File: src/e1_nat_pkg.sv
// constants for the E1 national-bit auto-response block
// assumes one TS0 overhead word per non-FAS frame, MSB-first sequences
package e1_nat_pkg;
    localparam int          ADDR_W     = 8;
    localparam int          DATA_W     = 8;
    localparam int          POS_W      = 3;
    localparam int          RUN_DEF    = 8;
    // register offsets
    localparam logic [7:0]  OFS_SEL    = 8'h30;
    localparam logic [7:0]  OFS_CTRL1  = 8'h31;
    localparam logic [7:0]  OFS_CTRL2  = 8'h32;
    localparam logic [7:0]  OFS_SA5    = 8'h34;
    localparam logic [7:0]  OFS_SA6    = 8'h35;
    localparam logic [7:0]  OFS_STATUS = 8'h38;
    // reset values and masks
    localparam logic [7:0]  RST_ZERO   = 8'h00;
    localparam logic [7:0]  RST_SA     = 8'hFF;
    localparam logic [7:0]  CTRL2_MASK = 8'hCF;
    // select register fields
    localparam int          SEL_SA6    = 5;
    localparam int          SEL_SA5    = 4;
    localparam int          SEL_LB1    = 2;
    localparam int          SEL_LB2    = 1;
    localparam int          SEL_LBR    = 0;
    // control 1 fields
    localparam int          C1_SF1     = 7;
    localparam int          C1_SL1     = 6;
    localparam int          C1_SF2     = 5;
    localparam int          C1_SF3     = 4;
    localparam int          C1_SF4     = 3;
    localparam int          C1_PWR     = 2;
    localparam int          C1_PWRSF   = 1;
    localparam int          C1_AUX     = 0;
    // control 2 fields
    localparam int          C2_AIS1    = 7;
    localparam int          C2_AIS2    = 6;
    localparam int          C2_REP_HI  = 3;
    localparam int          C2_REP_LO  = 2;
    localparam int          C2_DET     = 1;
    localparam int          C2_BOTH    = 0;
    localparam logic [1:0]  REP_OFF    = 2'h0;
    localparam logic [1:0]  REP_1      = 2'h1;
    localparam logic [1:0]  REP_2      = 2'h2;
    localparam logic [1:0]  REP_3      = 2'h3;
    // overhead word layout
    localparam int          W_E        = 0;
    localparam int          W_A        = 2;
    localparam int          W_SA5      = 4;
    localparam int          W_SA6      = 5;
    localparam logic [2:0]  POS_LAST   = 3'h7;
    localparam logic [2:0]  POS_E_MIN  = 3'h6;
    // sequence patterns
    localparam logic [7:0]  PAT_ZERO   = 8'h00;
    localparam logic [7:0]  PAT_ONES   = 8'hFF;
    localparam logic [7:0]  PAT_ALT    = 8'hAA;
    // sa6 nibble codes
    localparam logic [3:0]  N_0000     = 4'h0;
    localparam logic [3:0]  N_0001     = 4'h1;
    localparam logic [3:0]  N_0010     = 4'h2;
    localparam logic [3:0]  N_0011     = 4'h3;
    localparam logic [3:0]  N_1000     = 4'h8;
    localparam logic [3:0]  N_1100     = 4'hC;
    localparam logic [3:0]  N_1110     = 4'hE;
    localparam logic [3:0]  N_1111     = 4'hF;
    // status fields
    localparam int          ST_LB      = 0;
    localparam int          ST_OVR     = 1;
    localparam int          ST_PWR     = 2;
    typedef enum logic {LB_OFF, LB_ON} lb_state_t;
endpackage : e1_nat_pkg

File: src/e1_national_bit_auto_response.sv
// E1 transmit national-bit auto response and pattern loopback
// assumes upstream/downstream on clock; only power_loss is a pin
//
// How it works
// - pattern 1 for 8 multiframes enters loopback
// - pattern 2 for 8 multiframes enters loopback
// - zero Sa5/Sa6 for 8 multiframes releases
// - select bit 0 pin, 1 register
// - LOS/LFA response 1: Sa5 1, Sa6 0000
// - LOS response 1: A 1, Sa5 1, 1110
// - LOS/LFA response 2: A 1, Sa5 0, 0000
// - LOS/LFA response 3: A 0, Sa5 1, 1100
// - LOS/LFA response 4: A 0, Sa5 1, 1110
// - power loss high: A 0, Sa5 1, 1000
// - power plus LOS/LFA: A 1, Sa5 1, 1000
// - LOS auxiliary: Sa5/Sa6 send 10101010
// - AIS: Sa5 1, Sa6 1, A per enable
// - far-end error codes 01/10/11 select responses
// - CRC-4 error: A 0, Sa5 1, 0010, E 1
// - both errors: A 0, Sa5 1, 0011, E 1
`timescale 1ns/100ps
`default_nettype none
module e1_national_bit_auto_response #(
    parameter int MATCH_RUN = e1_nat_pkg::RUN_DEF
) (
    input  wire logic                           clock,
    input  wire logic                           nrst,
    input  wire logic [e1_nat_pkg::ADDR_W-1:0]  addr,
    input  wire logic [e1_nat_pkg::DATA_W-1:0]  wr_data,
    input  wire logic                           wr_strobe,
    input  wire logic                           rd_strobe,
    output logic      [e1_nat_pkg::DATA_W-1:0]  rd_data,
    input  wire logic                           in_valid,
    output logic                                in_ready,
    input  wire logic [7:0]                     tx_serial_in,
    input  wire logic [e1_nat_pkg::POS_W-1:0]   in_pos,
    output logic                                out_valid,
    input  wire logic                           out_ready,
    output logic      [7:0]                     out_word,
    output logic      [e1_nat_pkg::POS_W-1:0]   out_pos,
    input  wire logic                           los,
    input  wire logic                           lfa,
    input  wire logic                           ais,
    input  wire logic                           febe,
    input  wire logic                           crc_err,
    input  wire logic                           power_loss,
    output logic                                local_loopback
);
    localparam int RW = $clog2(MATCH_RUN + 1);
    localparam logic [RW-1:0] RUN_END = RW'(MATCH_RUN);

    if (MATCH_RUN < 1 || MATCH_RUN > 255) begin : g_chk
        $error("MATCH_RUN must lie in 1..255");
    end

    function automatic logic [RW-1:0] run_step(
        input logic [RW-1:0] run,
        input logic          hit
    );
        if (!hit) return '0;
        return (run == RUN_END) ? run : run + RW'(1);
    endfunction : run_step

    logic [7:0] sel_reg;
    logic [7:0] ctrl1;
    logic [7:0] ctrl2;
    logic [7:0] sa5_reg;
    logic [7:0] sa6_reg;
    logic       pwr_s1;
    logic       pwr_s2;
    logic [7:0] sa5_sh;
    logic [7:0] sa6_sh;
    logic [7:0] a_sh;
    logic [RW-1:0] run1;
    logic [RW-1:0] run2;
    logic [RW-1:0] runr;
    e1_nat_pkg::lb_state_t lb_state;
    logic       ovr_seen;
    logic [7:0] sk_word;
    logic [2:0] sk_pos;
    logic       sk_valid;

    // power-loss pin, two flops before use
    always_ff @(posedge clock or negedge nrst) begin
        if (!nrst) begin
            pwr_s1 <= 1'b0;
            pwr_s2 <= 1'b0;
        end else begin
            pwr_s1 <= power_loss;
            pwr_s2 <= pwr_s1;
        end
    end

    // register writes
    always_ff @(posedge clock or negedge nrst) begin
        if (!nrst) begin
            sel_reg <= e1_nat_pkg::RST_ZERO;
            ctrl1   <= e1_nat_pkg::RST_ZERO;
            ctrl2   <= e1_nat_pkg::RST_ZERO;
            sa5_reg <= e1_nat_pkg::RST_SA;
            sa6_reg <= e1_nat_pkg::RST_SA;
        end else if (wr_strobe) begin
            unique case (addr)
                e1_nat_pkg::OFS_SEL:   sel_reg <= wr_data;
                e1_nat_pkg::OFS_CTRL1: ctrl1 <= wr_data;
                e1_nat_pkg::OFS_CTRL2: ctrl2 <= wr_data & e1_nat_pkg::CTRL2_MASK;
                e1_nat_pkg::OFS_SA5:   sa5_reg <= wr_data;
                e1_nat_pkg::OFS_SA6:   sa6_reg <= wr_data;
                default: ;
            endcase
        end
    end

    // read data one cycle after the strobe, zero otherwise
    always_ff @(posedge clock or negedge nrst) begin
        if (!nrst) begin
            rd_data <= '0;
        end else if (!rd_strobe) begin
            rd_data <= '0;
        end else begin
            unique case (addr)
                e1_nat_pkg::OFS_SEL:    rd_data <= sel_reg;
                e1_nat_pkg::OFS_CTRL1:  rd_data <= ctrl1;
                e1_nat_pkg::OFS_CTRL2:  rd_data <= ctrl2;
                e1_nat_pkg::OFS_SA5:    rd_data <= sa5_reg;
                e1_nat_pkg::OFS_SA6:    rd_data <= sa6_reg;
                e1_nat_pkg::OFS_STATUS: begin
                    rd_data <= '0;
                    rd_data[e1_nat_pkg::ST_LB]  <= local_loopback;
                    rd_data[e1_nat_pkg::ST_OVR] <= ovr_seen;
                    rd_data[e1_nat_pkg::ST_PWR] <= pwr_s2;
                end
                default: rd_data <= '0;
            endcase
        end
    end

    logic take, pop, last, from_pin;
    logic [7:0] sa5_mf, sa6_mf, a_mf;
    logic hit1, hit2, hitr, enter_now, release_now;
    logic [RW-1:0] next_run1, next_run2, next_runr;

    assign take = in_valid && in_ready;
    assign pop  = out_valid && out_ready;
    assign last = (in_pos == e1_nat_pkg::POS_LAST);
    // pattern checks only see pin-sourced Sa bits
    assign from_pin = !sel_reg[e1_nat_pkg::SEL_SA5]
                   && !sel_reg[e1_nat_pkg::SEL_SA6];
    assign sa5_mf = {sa5_sh[6:0], tx_serial_in[e1_nat_pkg::W_SA5]};
    assign sa6_mf = {sa6_sh[6:0], tx_serial_in[e1_nat_pkg::W_SA6]};
    assign a_mf   = {a_sh[6:0], tx_serial_in[e1_nat_pkg::W_A]};
    assign hit1 = from_pin && sa5_mf == e1_nat_pkg::PAT_ZERO
               && sa6_mf == e1_nat_pkg::PAT_ONES
               && a_mf == e1_nat_pkg::PAT_ONES;
    assign hit2 = from_pin && sa5_mf == e1_nat_pkg::PAT_ZERO
               && sa6_mf == e1_nat_pkg::PAT_ALT
               && a_mf == e1_nat_pkg::PAT_ONES;
    assign hitr = from_pin && sa5_mf == e1_nat_pkg::PAT_ZERO
               && sa6_mf == e1_nat_pkg::PAT_ZERO;
    assign next_run1 = run_step(run1, hit1);
    assign next_run2 = run_step(run2, hit2);
    assign next_runr = run_step(runr, hitr);
    assign enter_now = take && last
        && ((sel_reg[e1_nat_pkg::SEL_LB1] && next_run1 == RUN_END)
         || (sel_reg[e1_nat_pkg::SEL_LB2] && next_run2 == RUN_END));
    assign release_now = take && last && sel_reg[e1_nat_pkg::SEL_LBR]
        && next_runr == RUN_END;

    // per-multiframe sequence capture and run counts
    always_ff @(posedge clock or negedge nrst) begin
        if (!nrst) begin
            sa5_sh <= '0;
            sa6_sh <= '0;
            a_sh   <= '0;
            run1   <= '0;
            run2   <= '0;
            runr   <= '0;
        end else if (take) begin
            sa5_sh <= sa5_mf;
            sa6_sh <= sa6_mf;
            a_sh   <= a_mf;
            if (last) begin
                run1 <= next_run1;
                run2 <= next_run2;
                runr <= next_runr;
            end
        end
    end

    // activation wins over release when both complete together
    always_ff @(posedge clock or negedge nrst) begin
        if (!nrst) begin
            lb_state       <= e1_nat_pkg::LB_OFF;
            local_loopback <= 1'b0;
        end else begin
            unique case (lb_state)
                e1_nat_pkg::LB_OFF: if (enter_now) begin
                    lb_state       <= e1_nat_pkg::LB_ON;
                    local_loopback <= 1'b1;
                end
                e1_nat_pkg::LB_ON: if (release_now && !enter_now) begin
                    lb_state       <= e1_nat_pkg::LB_OFF;
                    local_loopback <= 1'b0;
                end
            endcase
        end
    end

    // overhead override, highest priority first
    logic sf;
    logic [1:0] rep;
    logic [1:0] nib;
    logic aux_bit;
    logic ovr;
    logic [3:0] s6n;
    logic [7:0] w;

    assign sf  = los || lfa;
    assign rep = {ctrl2[e1_nat_pkg::C2_REP_HI], ctrl2[e1_nat_pkg::C2_REP_LO]};
    assign nib = 2'(3 - {1'b0, in_pos[1:0]});
    assign aux_bit = !in_pos[0];

    always_comb begin
        // normal sources first
        w = tx_serial_in;
        if (sel_reg[e1_nat_pkg::SEL_SA5])
            w[e1_nat_pkg::W_SA5] = sa5_reg[3'(7 - in_pos)];
        if (sel_reg[e1_nat_pkg::SEL_SA6])
            w[e1_nat_pkg::W_SA6] = sa6_reg[3'(7 - in_pos)];
        ovr = 1'b1;
        s6n = e1_nat_pkg::N_0000;
        if (pwr_s2 && sf && ctrl1[e1_nat_pkg::C1_PWRSF]) begin
            w[e1_nat_pkg::W_A] = 1'b1;
            w[e1_nat_pkg::W_SA5] = 1'b1;
            s6n = e1_nat_pkg::N_1000;
        end else if (pwr_s2 && ctrl1[e1_nat_pkg::C1_PWR]) begin
            w[e1_nat_pkg::W_A] = 1'b0;
            w[e1_nat_pkg::W_SA5] = 1'b1;
            s6n = e1_nat_pkg::N_1000;
        end else if (los && ctrl1[e1_nat_pkg::C1_SL1]) begin
            w[e1_nat_pkg::W_A] = 1'b1;
            w[e1_nat_pkg::W_SA5] = 1'b1;
            s6n = e1_nat_pkg::N_1110;
        end else if (los && ctrl1[e1_nat_pkg::C1_AUX]) begin
            w[e1_nat_pkg::W_SA5] = aux_bit;
            s6n = aux_bit ? e1_nat_pkg::N_1111 : e1_nat_pkg::N_0000;
        end else if (sf && ctrl1[e1_nat_pkg::C1_SF1]) begin
            w[e1_nat_pkg::W_SA5] = 1'b1;
            s6n = e1_nat_pkg::N_0000;
        end else if (sf && ctrl1[e1_nat_pkg::C1_SF2]) begin
            w[e1_nat_pkg::W_A] = 1'b1;
            w[e1_nat_pkg::W_SA5] = 1'b0;
            s6n = e1_nat_pkg::N_0000;
        end else if (sf && ctrl1[e1_nat_pkg::C1_SF3]) begin
            w[e1_nat_pkg::W_A] = 1'b0;
            w[e1_nat_pkg::W_SA5] = 1'b1;
            s6n = e1_nat_pkg::N_1100;
        end else if (sf && ctrl1[e1_nat_pkg::C1_SF4]) begin
            w[e1_nat_pkg::W_A] = 1'b0;
            w[e1_nat_pkg::W_SA5] = 1'b1;
            s6n = e1_nat_pkg::N_1110;
        end else if (ais && (ctrl2[e1_nat_pkg::C2_AIS1]
                          || ctrl2[e1_nat_pkg::C2_AIS2])) begin
            w[e1_nat_pkg::W_A] = ctrl2[e1_nat_pkg::C2_AIS1];
            w[e1_nat_pkg::W_SA5] = 1'b1;
            s6n = e1_nat_pkg::N_1111;
        end else if (febe && crc_err && ctrl2[e1_nat_pkg::C2_BOTH]) begin
            w[e1_nat_pkg::W_A] = 1'b0;
            w[e1_nat_pkg::W_SA5] = 1'b1;
            s6n = e1_nat_pkg::N_0011;
            if (in_pos >= e1_nat_pkg::POS_E_MIN) w[e1_nat_pkg::W_E] = 1'b1;
        end else if (crc_err && ctrl2[e1_nat_pkg::C2_DET]) begin
            w[e1_nat_pkg::W_A] = 1'b0;
            w[e1_nat_pkg::W_SA5] = 1'b1;
            s6n = e1_nat_pkg::N_0010;
            if (in_pos >= e1_nat_pkg::POS_E_MIN) w[e1_nat_pkg::W_E] = 1'b1;
        end else if (febe && rep != e1_nat_pkg::REP_OFF) begin
            w[e1_nat_pkg::W_A] = 1'b0;
            w[e1_nat_pkg::W_SA5] = (rep != e1_nat_pkg::REP_2);
            s6n = (rep == e1_nat_pkg::REP_3) ? e1_nat_pkg::N_0001
                                             : e1_nat_pkg::N_0000;
            if (in_pos >= e1_nat_pkg::POS_E_MIN)
                w[e1_nat_pkg::W_E] = (rep == e1_nat_pkg::REP_3);
        end else begin
            ovr = 1'b0;
        end
        if (ovr)
            w[e1_nat_pkg::W_SA6] = s6n[nib];
    end

    always_ff @(posedge clock or negedge nrst) begin
        if (!nrst) begin
            ovr_seen <= 1'b0;
        end else begin
            ovr_seen <= ovr;
        end
    end

    // two-entry skid buffer; ready drops only when both slots hold words
    always_ff @(posedge clock or negedge nrst) begin
        if (!nrst) begin
            out_valid <= 1'b0;
            out_word  <= '0;
            out_pos   <= '0;
            sk_valid  <= 1'b0;
            sk_word   <= '0;
            sk_pos    <= '0;
            in_ready  <= 1'b1;
        end else begin
            if (pop) begin
                if (sk_valid) begin
                    out_word <= sk_word;
                    out_pos  <= sk_pos;
                    sk_valid <= 1'b0;
                    in_ready <= 1'b1;
                end else if (take) begin
                    out_word <= w;
                    out_pos  <= in_pos;
                end else begin
                    out_valid <= 1'b0;
                end
            end else if (take) begin
                if (!out_valid) begin
                    out_word  <= w;
                    out_pos   <= in_pos;
                    out_valid <= 1'b1;
                end else begin
                    sk_word  <= w;
                    sk_pos   <= in_pos;
                    sk_valid <= 1'b1;
                    in_ready <= 1'b0;
                end
            end
        end
    end

    property p_enter;
        @(posedge clock) disable iff (!nrst)
        enter_now |=> local_loopback;
    endproperty
    a_enter: assert property (p_enter) else $error("loopback not entered");
    property p_pat2;
        @(posedge clock) disable iff (!nrst)
        take && last && sel_reg[e1_nat_pkg::SEL_LB2] && !local_loopback
        && next_run2 == RUN_END |=> local_loopback;
    endproperty
    a_pat2: assert property (p_pat2) else $error("pattern 2 missed");
    property p_release;
        @(posedge clock) disable iff (!nrst)
        release_now && !enter_now |=> !local_loopback;
    endproperty
    a_release: assert property (p_release) else $error("no release");
    property p_lb_cause;
        @(posedge clock) disable iff (!nrst)
        $changed(local_loopback) |-> $past(enter_now || release_now);
    endproperty
    a_lb_cause: assert property (p_lb_cause) else $error("loopback moved alone");
    property p_pwr_sf;
        @(posedge clock) disable iff (!nrst)
        pwr_s2 && sf && ctrl1[e1_nat_pkg::C1_PWRSF]
        |-> w[e1_nat_pkg::W_A] && w[e1_nat_pkg::W_SA5]
            && w[e1_nat_pkg::W_SA6] == (in_pos[1:0] == 2'h0);
    endproperty
    a_pwr_sf: assert property (p_pwr_sf) else $error("power+loss code wrong");
    property p_crc;
        @(posedge clock) disable iff (!nrst)
        take && crc_err && ctrl2[e1_nat_pkg::C2_DET] && !pwr_s2 && !sf
        && !ais && !febe && !out_valid
        |=> out_valid && !out_word[e1_nat_pkg::W_A]
            && out_word[e1_nat_pkg::W_SA5];
    endproperty
    a_crc: assert property (p_crc) else $error("crc response wrong");
    property p_no_ovr;
        @(posedge clock) disable iff (!nrst)
        !pwr_s2 && !sf && !ais && !febe && !crc_err |-> !ovr;
    endproperty
    a_no_ovr: assert property (p_no_ovr) else $error("spurious override");
    property p_stall;
        @(posedge clock) disable iff (!nrst)
        out_valid && !out_ready |=> out_valid && $stable(out_word);
    endproperty
    a_stall: assert property (p_stall) else $error("word lost on stall");
    property p_full;
        @(posedge clock) disable iff (!nrst)
        sk_valid |-> !in_ready && out_valid;
    endproperty
    a_full: assert property (p_full) else $error("buffer full but ready");
    property p_status;
        @(posedge clock) disable iff (!nrst)
        rd_strobe && addr == e1_nat_pkg::OFS_STATUS
        |=> rd_data[e1_nat_pkg::ST_LB] == $past(local_loopback);
    endproperty
    a_status: assert property (p_status) else $error("status read wrong");
endmodule : e1_national_bit_auto_response
`default_nettype wire

File: config.mk
export PLATFORM = sky130hd
export DESIGN_NAME = e1_national_bit_auto_response
export DESIGN_NICKNAME = d
export VERILOG_FILES = /design/src/e1_nat_pkg.sv /design/src/e1_national_bit_auto_response.sv
export SDC_FILE = /design/constraint.sdc
export NUM_CORES = 1
export LEC_CHECK = 0
export ABC_AREA = 1
export ABC_CLOCK_PERIOD_IN_PS = 3010
export BUFFER_PORTS_ARGS = -buffer_cell sky130_fd_sc_hd__buf_2
export CORE_MARGIN = 8
export CORE_UTILIZATION = 40
export DETAILED_ROUTE_END_ITERATION = 7
export GPL_TIMING_DRIVEN = 0
export PLACE_DENSITY_LB_ADDON = 0.3
export SYNTH_ARGS = -nofsm -noshare
export SYNTH_HDL_FRONTEND = slang
export SYNTH_SLANG_ARGS = --single-unit
File: constraint.sdc
create_clock -name clock -period 3.01 [get_ports clock]
set_clock_uncertainty 0.15 [all_clocks]
set_input_delay 0.301 -clock clock [delete_from_list [all_inputs] [get_ports clock]]
set_output_delay 0.301 -clock clock [all_outputs]
set_load 0.01 [all_outputs]
==> summary.md, run 1 <==
| Metric | Value |
|---|---|
| Drt total wl | `14260 um` |
| Placed Cells incl. Taps | `between 900 and 1000` |
| CP Launch Type | `flop` |
| I/O Buffers | `58` |
| Via Count | `approximately 4700` |
| Syn avg cell area | `approximately 8.2 um^2` |
| Ports | `61` |
| Die W | `around 130 um` |
| Initial antenna violation count | `0` |
| Final setup vio count | `0` |
| Setup WS post-layout | `around 1000 ps` |
| Proportion of layout cells with a drive suffix above 1 | `a little over a fifth` |
| Crit share post-route | `approximately two thirds` |
| First-pass GRT wire length | `about 24000 um` |
| Chip height | `~130 um` |
| Final Hold Viols | `0` |
| CTS tree | `done` |
| CTS clock-pin slew for the worst setup and hold paths | `~70 ps` |
| CP arrival | `2130 ps` |
| Mapped Cells | `684` |
| Starting Density | `about two fifths` |
| Final TNS setup | `0 ps` |
| Clk Latency, worst-skew pair | `about 350 ps` |
| DRT iter0 DRCs | `385` |
| Routed vias/inst | `5.016` |
| All-Layer GR Usage | `16.42%` |
| Net Count, Synth | `~730` |
| Status | `finished, final reports clean` |
| Post-synthesis async set-or-reset flop share | `100.0%` |
| Commonest non-fill, non-tap cell in the layout | `nand2_1` |
| Ys flop type | `dfrtp_1` |
| CP Max Fanout | `10` |
| R2R Setup Slk | `~1000 ps` |
| Nets | `801` |
| Final Util | `~47%` |
| CTS H-tree lvls | `3` |
| Crit end category | `flop` |
| Slew HR | `roughly 54%` |
| Pwr dens | `roughly 670 mW/mm^2` |
| Area Overhead vs Synth | `15.62%` |
| Place WS | `1017 ps` |
| Yosys cell types | `between 40 and 50` |
| Post-synth EDFFs | `0` |
| CTS sink count | `about 110` |
| Post-CTS Hold Buffers | `2` |
| Root Driver | `clkbuf_16` |
| LEAKAGE | `~3.2 nW` |
| Max-Cap Viols | `0` |
| Mapped cell area | `roughly 0.0056 mm^2` |
| Commonest non-fill, non-tap cells in the layout | `nand2_1 (212), dfrtp_1 (92), inv_1 (67)` |
| Overall power | `~4.4 mW` |
| Core Box Area | `approximately 0.014 mm^2` |
| Worst slew pin tran | `685.7 ps` |
| Antenna Nets Post-Route | `0` |
| Finished Layout Cells | `940` |
| CTS resizes | `0` |
| DP Wirelength | `between 10000 and 15000 um` |
| Peak VDD IR | `between 0.4 and 0.5 mV` |
| GRT overflow | `0` |
| Fin crit period | `~2000 ps` |
| Die area | `~0.018 mm^2` |
| Vias in the first global route | `approximately 4500` |
| Slew Viols, Final | `0` |
| Sequential fraction of the synthesis area | `48.76%` |
| Setup Fix Bufs, Post-CTS | `0` |
| Avg WL per Cell | `15.17 um` |
| Drt first pass iters | `5` |
| Unrepaired setup endpoints after global routing | `false` |
| RePlAce Congestion | `between 0.9 and 1` |
| Synth Register Bits | `109` |
| Largest net degree at the start of global routing | `59` |
| Ys Warns | `0` |
| N_diodes | `0` |
| Hold WC Path Type | `in2reg` |
| Critical path class | `reg2reg` |
| DRC errors left | `0` |
| CTS Buf Count | `9` |
| Row cnt | `43` |
| CP Data Required Time | `approximately 3100 ps` |
| Max clock buf depth | `2` |
| Fmax | `about 500 MHz` |
cell type report:
| type | count | area [um^2] |
|---|---|---|
| fill | 1369 | 7308 |
| sequential | 109 | 2749 |
| multi-input combinational | 473 | 2452 |
| timing repair buffer | 61 | 340.3 |
| inverter | 83 | 314.1 |
| clock buffer | 12 | 246.5 |
| tap | 180 | 225.2 |
| buffer | 19 | 122.6 |
| clock inverter | 3 | 68.82 |
per-stage QoR:
| stage | instance area, um^2 | hold WS (ps) |
|---|---|---|
| 4_1_cts | 6519 | 6.707 |
| 3_5_place_dp | 6183 | 191.9 |
| 5_1_grt | 6519 | 30.78 |
| 6_report | 6519 | 15.20 |
| 3_3_place_gp | 6153 | 186.1 |
| 2_1_floorplan | 5638 | -144.6 |
routing by layer:
| metal | global-route usage [%] | wire length, um | vias up |
|---|---|---|---|
| met1 | 22.25 | 6666 | 2235 |
| met2 | 25.44 | 6716 | 105 |
| met4 | 6.238 | 267 | 0 |
| li1 | - | - | 2357 |
| met5 | 0 | 0 | - |
| met3 | 3.083 | 608 | 18 |
cells by family after synthesis:
kind of cell	Yosys count	share of synthesized area [%]
AOI/OAI and AO/OA	135	14.67
xor gates and xnor gates	8	1.243
adders and majority gates	6	1.332
DFF	109	48.76
and+or+nand+nor	324	26.25
buffers and inverters	102	7.745
cell usage after synthesis (8+ instances only):
| library cell | n | share of area (%) |
|---|---|---|
| nand2_1 | 212 | 14 |
| dfrtp_1 | 92 | 41 |
| inv_1 | 67 | 4.5 |
| o21ai_0 | 41 | 3.6 |
| nor2_1 | 39 | 2.6 |
| nand3_1 | 31 | 2.8 |
| o21ai_1 | 29 | 2.6 |
| o21ai_2 | 24 | 3.7 |
| dfstp_2 | 17 | 7.9 |
| inv_2 | 15 | 1.0 |
| a21oi_1 | 14 | 1.2 |
| a31oi_1 | 12 | 1.3 |
| clkbuf_1 | 8 | 0.53 |
power by group:
part           internal, mW  switching (mW)
Clock                 0.752           0.524
Sequential             1.82           0.212
Combinational         0.393           0.698
Total                  2.96            1.43
worst max-delay path, cell delays in order, from the launching register on:
cell	delay (ps)
dfstp_2	540
nand2_1	200
o21ai_0	180
nand2_1	260
inv_2	180
buf_2	240
nor2_1	60
a31oi_1	130
path summary, 6_finish.rpt:
kind	from	cells after the start	to
worst max-delay path	in_ready	7	out_word[6]
worst min-delay path	tx_serial_in[3]	3	sk_word[3]
worst max register to register	in_ready	7	out_word[6]
worst min register to register	pwr_s1	0	pwr_s2
max in group asynchronous	nrst	3	in_ready
min in group asynchronous	nrst	2	a_sh[1]
Power figures use the tool's default switching activity.
==> run 2: changes to the inputs <==
--- a/config.mk
+++ b/config.mk
@@ -5,8 +5,8 @@
 export SDC_FILE = /design/constraint.sdc
 export NUM_CORES = 1
 export LEC_CHECK = 0
-export ABC_AREA = 1
-export ABC_CLOCK_PERIOD_IN_PS = 3010
+export ABC_AREA = 0
+export ABC_CLOCK_PERIOD_IN_PS = 1700
 export BUFFER_PORTS_ARGS = -buffer_cell sky130_fd_sc_hd__buf_2
 export CORE_MARGIN = 8
 export CORE_UTILIZATION = 40
==> constraint.sdc (replaced) <==
create_clock -name clock -period 1.7 [get_ports clock]
set_clock_uncertainty 0.15 [all_clocks]
set_input_delay 0.17 -clock clock [delete_from_list [all_inputs] [get_ports clock]]
set_output_delay 0.17 -clock clock [all_outputs]
set_load 0.01 [all_outputs]
==> summary.md, run 2 <==
| Metric | Value |
|---|---|
| Status | `finished with violations` |
| Failing checks | `setup timing` |
| Avg WL per Cell | `18.58 um (+23%)` |
| Slew HR | `55.66% (+1.4 points)` |
| Routed vias/inst | `5.563 (+11%)` |
| Die W | `132.9 um (-1.3%)` |
| LEAKAGE | `3.345 nW (+4.8%)` |
| Ports | `61 (unchanged)` |
| Footprint of the multi-input gates | `0.002970 mm^2 (+21%)` |
| Antenna Nets Post-Route | `0 (unchanged)` |
| Worst slew pin tran | `661.5 ps (-24.15 ps)` |
| Ys Warns | `0 (unchanged)` |
| Ys flop type | `dfrtp_1` |
| Final TNS setup | `-3151 ps (-3151 ps)` |
| CP Cell Sequence | `or4_4, nor2_4, nand4_1, or3_1, o2bb2ai_1` |
| Hold WC Path Type | `in2reg` |
| All-Layer GR Usage | `16.87% (+0.45 points)` |
| Mapped cell area | `0.005468 mm^2 (-3.0%)` |
| Max clock buf depth | `2 (unchanged)` |
| Critical R2R Launch | `sa6_sh[3]` |
| Post-synthesis async set-or-reset flop share | `100.0% (unchanged)` |
| N_diodes | `0 (unchanged)` |
| Dominant cells by area after synthesis | `dfrtp_1 (42%), mux2_2 (14%), dfstp_2 (8.2%)` |
| Max stage delay on crit path | `550 ps (about the same)` |
| Post-synth EDFFs | `0 (unchanged)` |
| Storage cell area | `0.002765 mm^2 (+0.59%)` |
| CP arrival | `2170 ps (+40 ps)` |
| Sequential fraction of the synthesis area | `50.27% (+1.5 points)` |
| CTS Buf Count | `9 (unchanged)` |
| Critical Path Source | `sa6_sh[3]` |
| GRT overflow | `0 (unchanged)` |
| Nets | `661 (-17%)` |
| WHS Path Cells | `2 (-1)` |
| Final setup vio count | `19 (+19)` |
| Place WS | `-624.2 ps (-1641 ps)` |
| Unrepaired setup endpoints after global routing | `true` |
| # fillers | `1129 (-18%)` |
| Starting Density | `41.13% (+0.35 points)` |
| Clk Latency, worst-skew pair | `360 ps (about the same)` |
| DRC errors left | `0 (unchanged)` |
| Pwr dens | `764.1 mW/mm^2 (+13%)` |
| R2R Setup Slk | `-380 ps (-1380 ps)` |
| Synth Register Bits | `109 (unchanged)` |
| CTS clock-pin slew for the worst setup and hold paths | `70 ps (about the same)` |
| I/O Buffers | `57 (-1.7%)` |
| Fin crit period | `2079 ps (+72.70 ps)` |
| Drt total wl | `14810 um (+3.9%)` |
| Area Overhead vs Synth | `31.12%` |
| Syn avg cell area | `11.02 um^2 (+34%)` |
| Initial antenna violation count | `0 (unchanged)` |
| RR Endpoint | `local_loopback` |
| R2R depth | `5 (-2)` |
| Row cnt | `42 (-2.3%)` |
| Top-count cell post-synth | `dfrtp_1` |
| Setup WS post-layout | `-379.1 ps (-1383 ps)` |
| DP Wirelength | `10230 um (-4.6%)` |
| Top post-synthesis cells by count | `dfrtp_1 (92), mux2_2 (66), nand2_1 (46), o21ai_0 (33), nor2_1 (23)` |
| CTS sink count | `109 (unchanged)` |
| Max-Cap Viols | `0 (unchanged)` |
| Commonest non-fill, non-tap cell in the layout | `dfrtp_1` |
| Yosys cell types | `57 (+27%)` |
| CP bufs+invs | `0 (-2)` |
| Root Driver | `clkbuf_16` |
| Proportion of layout cells with a drive suffix above 1 | `46.38% (+25 points)` |
| CP Launch Type | `flop` |
| CP Data Required Time | `1790 ps (-1350 ps)` |
| Chip height | `132.9 um (-1.3%)` |
| Post-synth top area share | `42.11% (+1.3 points)` |
| Peak VDD IR | `0.6632 mV (+65%)` |
| Mapped Cells | `496 (-27%)` |
| Die area | `0.01767 mm^2 (-2.7%)` |
| Synth area leader | `dfrtp_1` |
| Via Count | `4434 (-6.0%)` |
| Fmax | `481.0 MHz (-3.5%)` |
| First-pass GRT wire length | `24010 um (+1.6%)` |
| CTS tree | `done` |
| Core Box Area | `0.01330 mm^2 (-3.8%)` |
| Commonest non-fill, non-tap cells in the layout | `dfrtp_1 (79), mux2_2 (65), buf_2 (57)` |
| Critical path class | `reg2reg` |
| DRT iter0 DRCs | `265 (-31%)` |
| Crit share post-route | `122.3% (+56 points)` |
| Number of cells on the critical path | `5 (-2)` |
| Vias in the first global route | `4693 (+3.3%)` |
| Final Hold Viols | `0 (unchanged)` |
| Crit end category | `flop` |
| Slew Viols, Final | `0 (unchanged)` |
| Largest net degree at the start of global routing | `71 (+20%)` |
| Slowest cell on the critical path | `or4_4` |
| CTS H-tree lvls | `3 (unchanged)` |
| Net Count, Synth | `541 (-26%)` |
| Final Util | `53.92% (+6.8 points)` |
| Drt first pass iters | `4 (-1)` |
| WHS | `18.20 ps (+2.995 ps)` |
| CP delay by family, top | `simple AND/OR/NAND/NOR gates` |
| RePlAce Congestion | `0.9161 (-0.87%)` |
| CP Max Fanout | `4 (-6)` |
| CP Capture Point | `local_loopback` |
run 2: cell types whose count changed after synthesis, moves of 8 or more:
cell     previous run  this run
a22oi_1             1        15
inv_1              67        13
inv_2              15         0
mux2_2              0        66
mux2i_1             0        19
nand2_1           212        46
nand3_1            31        12
nor2_1             39        23
nor2b_1             0         8
o21ai_0            41        33
o21ai_1            29         0
o21ai_2            24         0
run 2: metrics by stage:
stage	cell area, um^2	total power, mW	std cells
6_report	7169	5.478	797
2_1_floorplan	5575	2.982	496
5_1_grt	7169	5.678	797
3_3_place_gp	6081	3.183	729
4_1_cts	6949	5.490	791
3_5_place_dp	6111	3.206	730
run 2: timing repair:
item                                    4_1_cts  5_1_grt
endpoints found under the setup margin       49       70
setup buffers                                30        8
hold endpoints to repair                     84        0
pin swaps                                    29       14
hold buffers                                 17        0
gates resized for setup                      52       55
run 2: worst min path at each step:
| stage | start | end |
|---|---|---|
| 3_3_place_gp | power_loss | pwr_s1 |
| 3_5_place_dp | nrst | a_sh[3] |
| 5_1_grt | wr_data[1] | sa5_reg[1] |
| 6_report | wr_data[1] | sa5_reg[1] |
| 2_1_floorplan | nrst | a_sh[0] |
| 4_1_cts | wr_data[1] | sa5_reg[1] |
run 2: cells by family after synthesis:
kind of cell               Yosys count  share of synthesized area, %
muxes                               88                         18.31
and+or+nand+nor                    143                         13.55
DFF                                109                         50.27
xor gates and xnor gates             3                        0.4806
adders and majority gates            6                         1.373
AOI/OAI and AO/OA                  119                         14.00
buffers and inverters               28                         2.014
run 2: where the power goes:
part / leakage (nW) / total (mW) / switching [mW] / internal, mW
sequential: 1.39 / 2.73 / 0.0566 / 2.67
clock: 0.155 / 2.18 / 1.00 / 1.18
combinational: 1.80 / 0.567 / 0.304 / 0.263
total: 3.34 / 5.48 / 1.36 / 4.11
run 2: worst register-to-register path, delay by kind of cell (launching register included):
family / cells / cell delay, ps
AO/OA/AOI/OAI: 1 / 130
flip-flops: 1 / 410
AND/OR/NAND/NOR: 4 / 1290
run 2: area by class of cell:
class	instances	share of cell area, %
inverter	13	0.7155
timing repair buffer	112	10.86
tap	176	3.072
sequential	109	38.57
buffer	12	0.9948
multi-input combinational	359	41.43
clock buffer	12	3.874
clock inverter	4	0.4887
run 2: routing by layer:
layer	wire length, um	global-route usage [%]	part of all wire, %	vias up
li1	-	-	-	2081
met1	6169	20.60	42	2234
met3	543	2.952	3.7	26
met4	344	7.571	2.3	0
met2	7754	28.49	52	93
met5	0	0	0	-
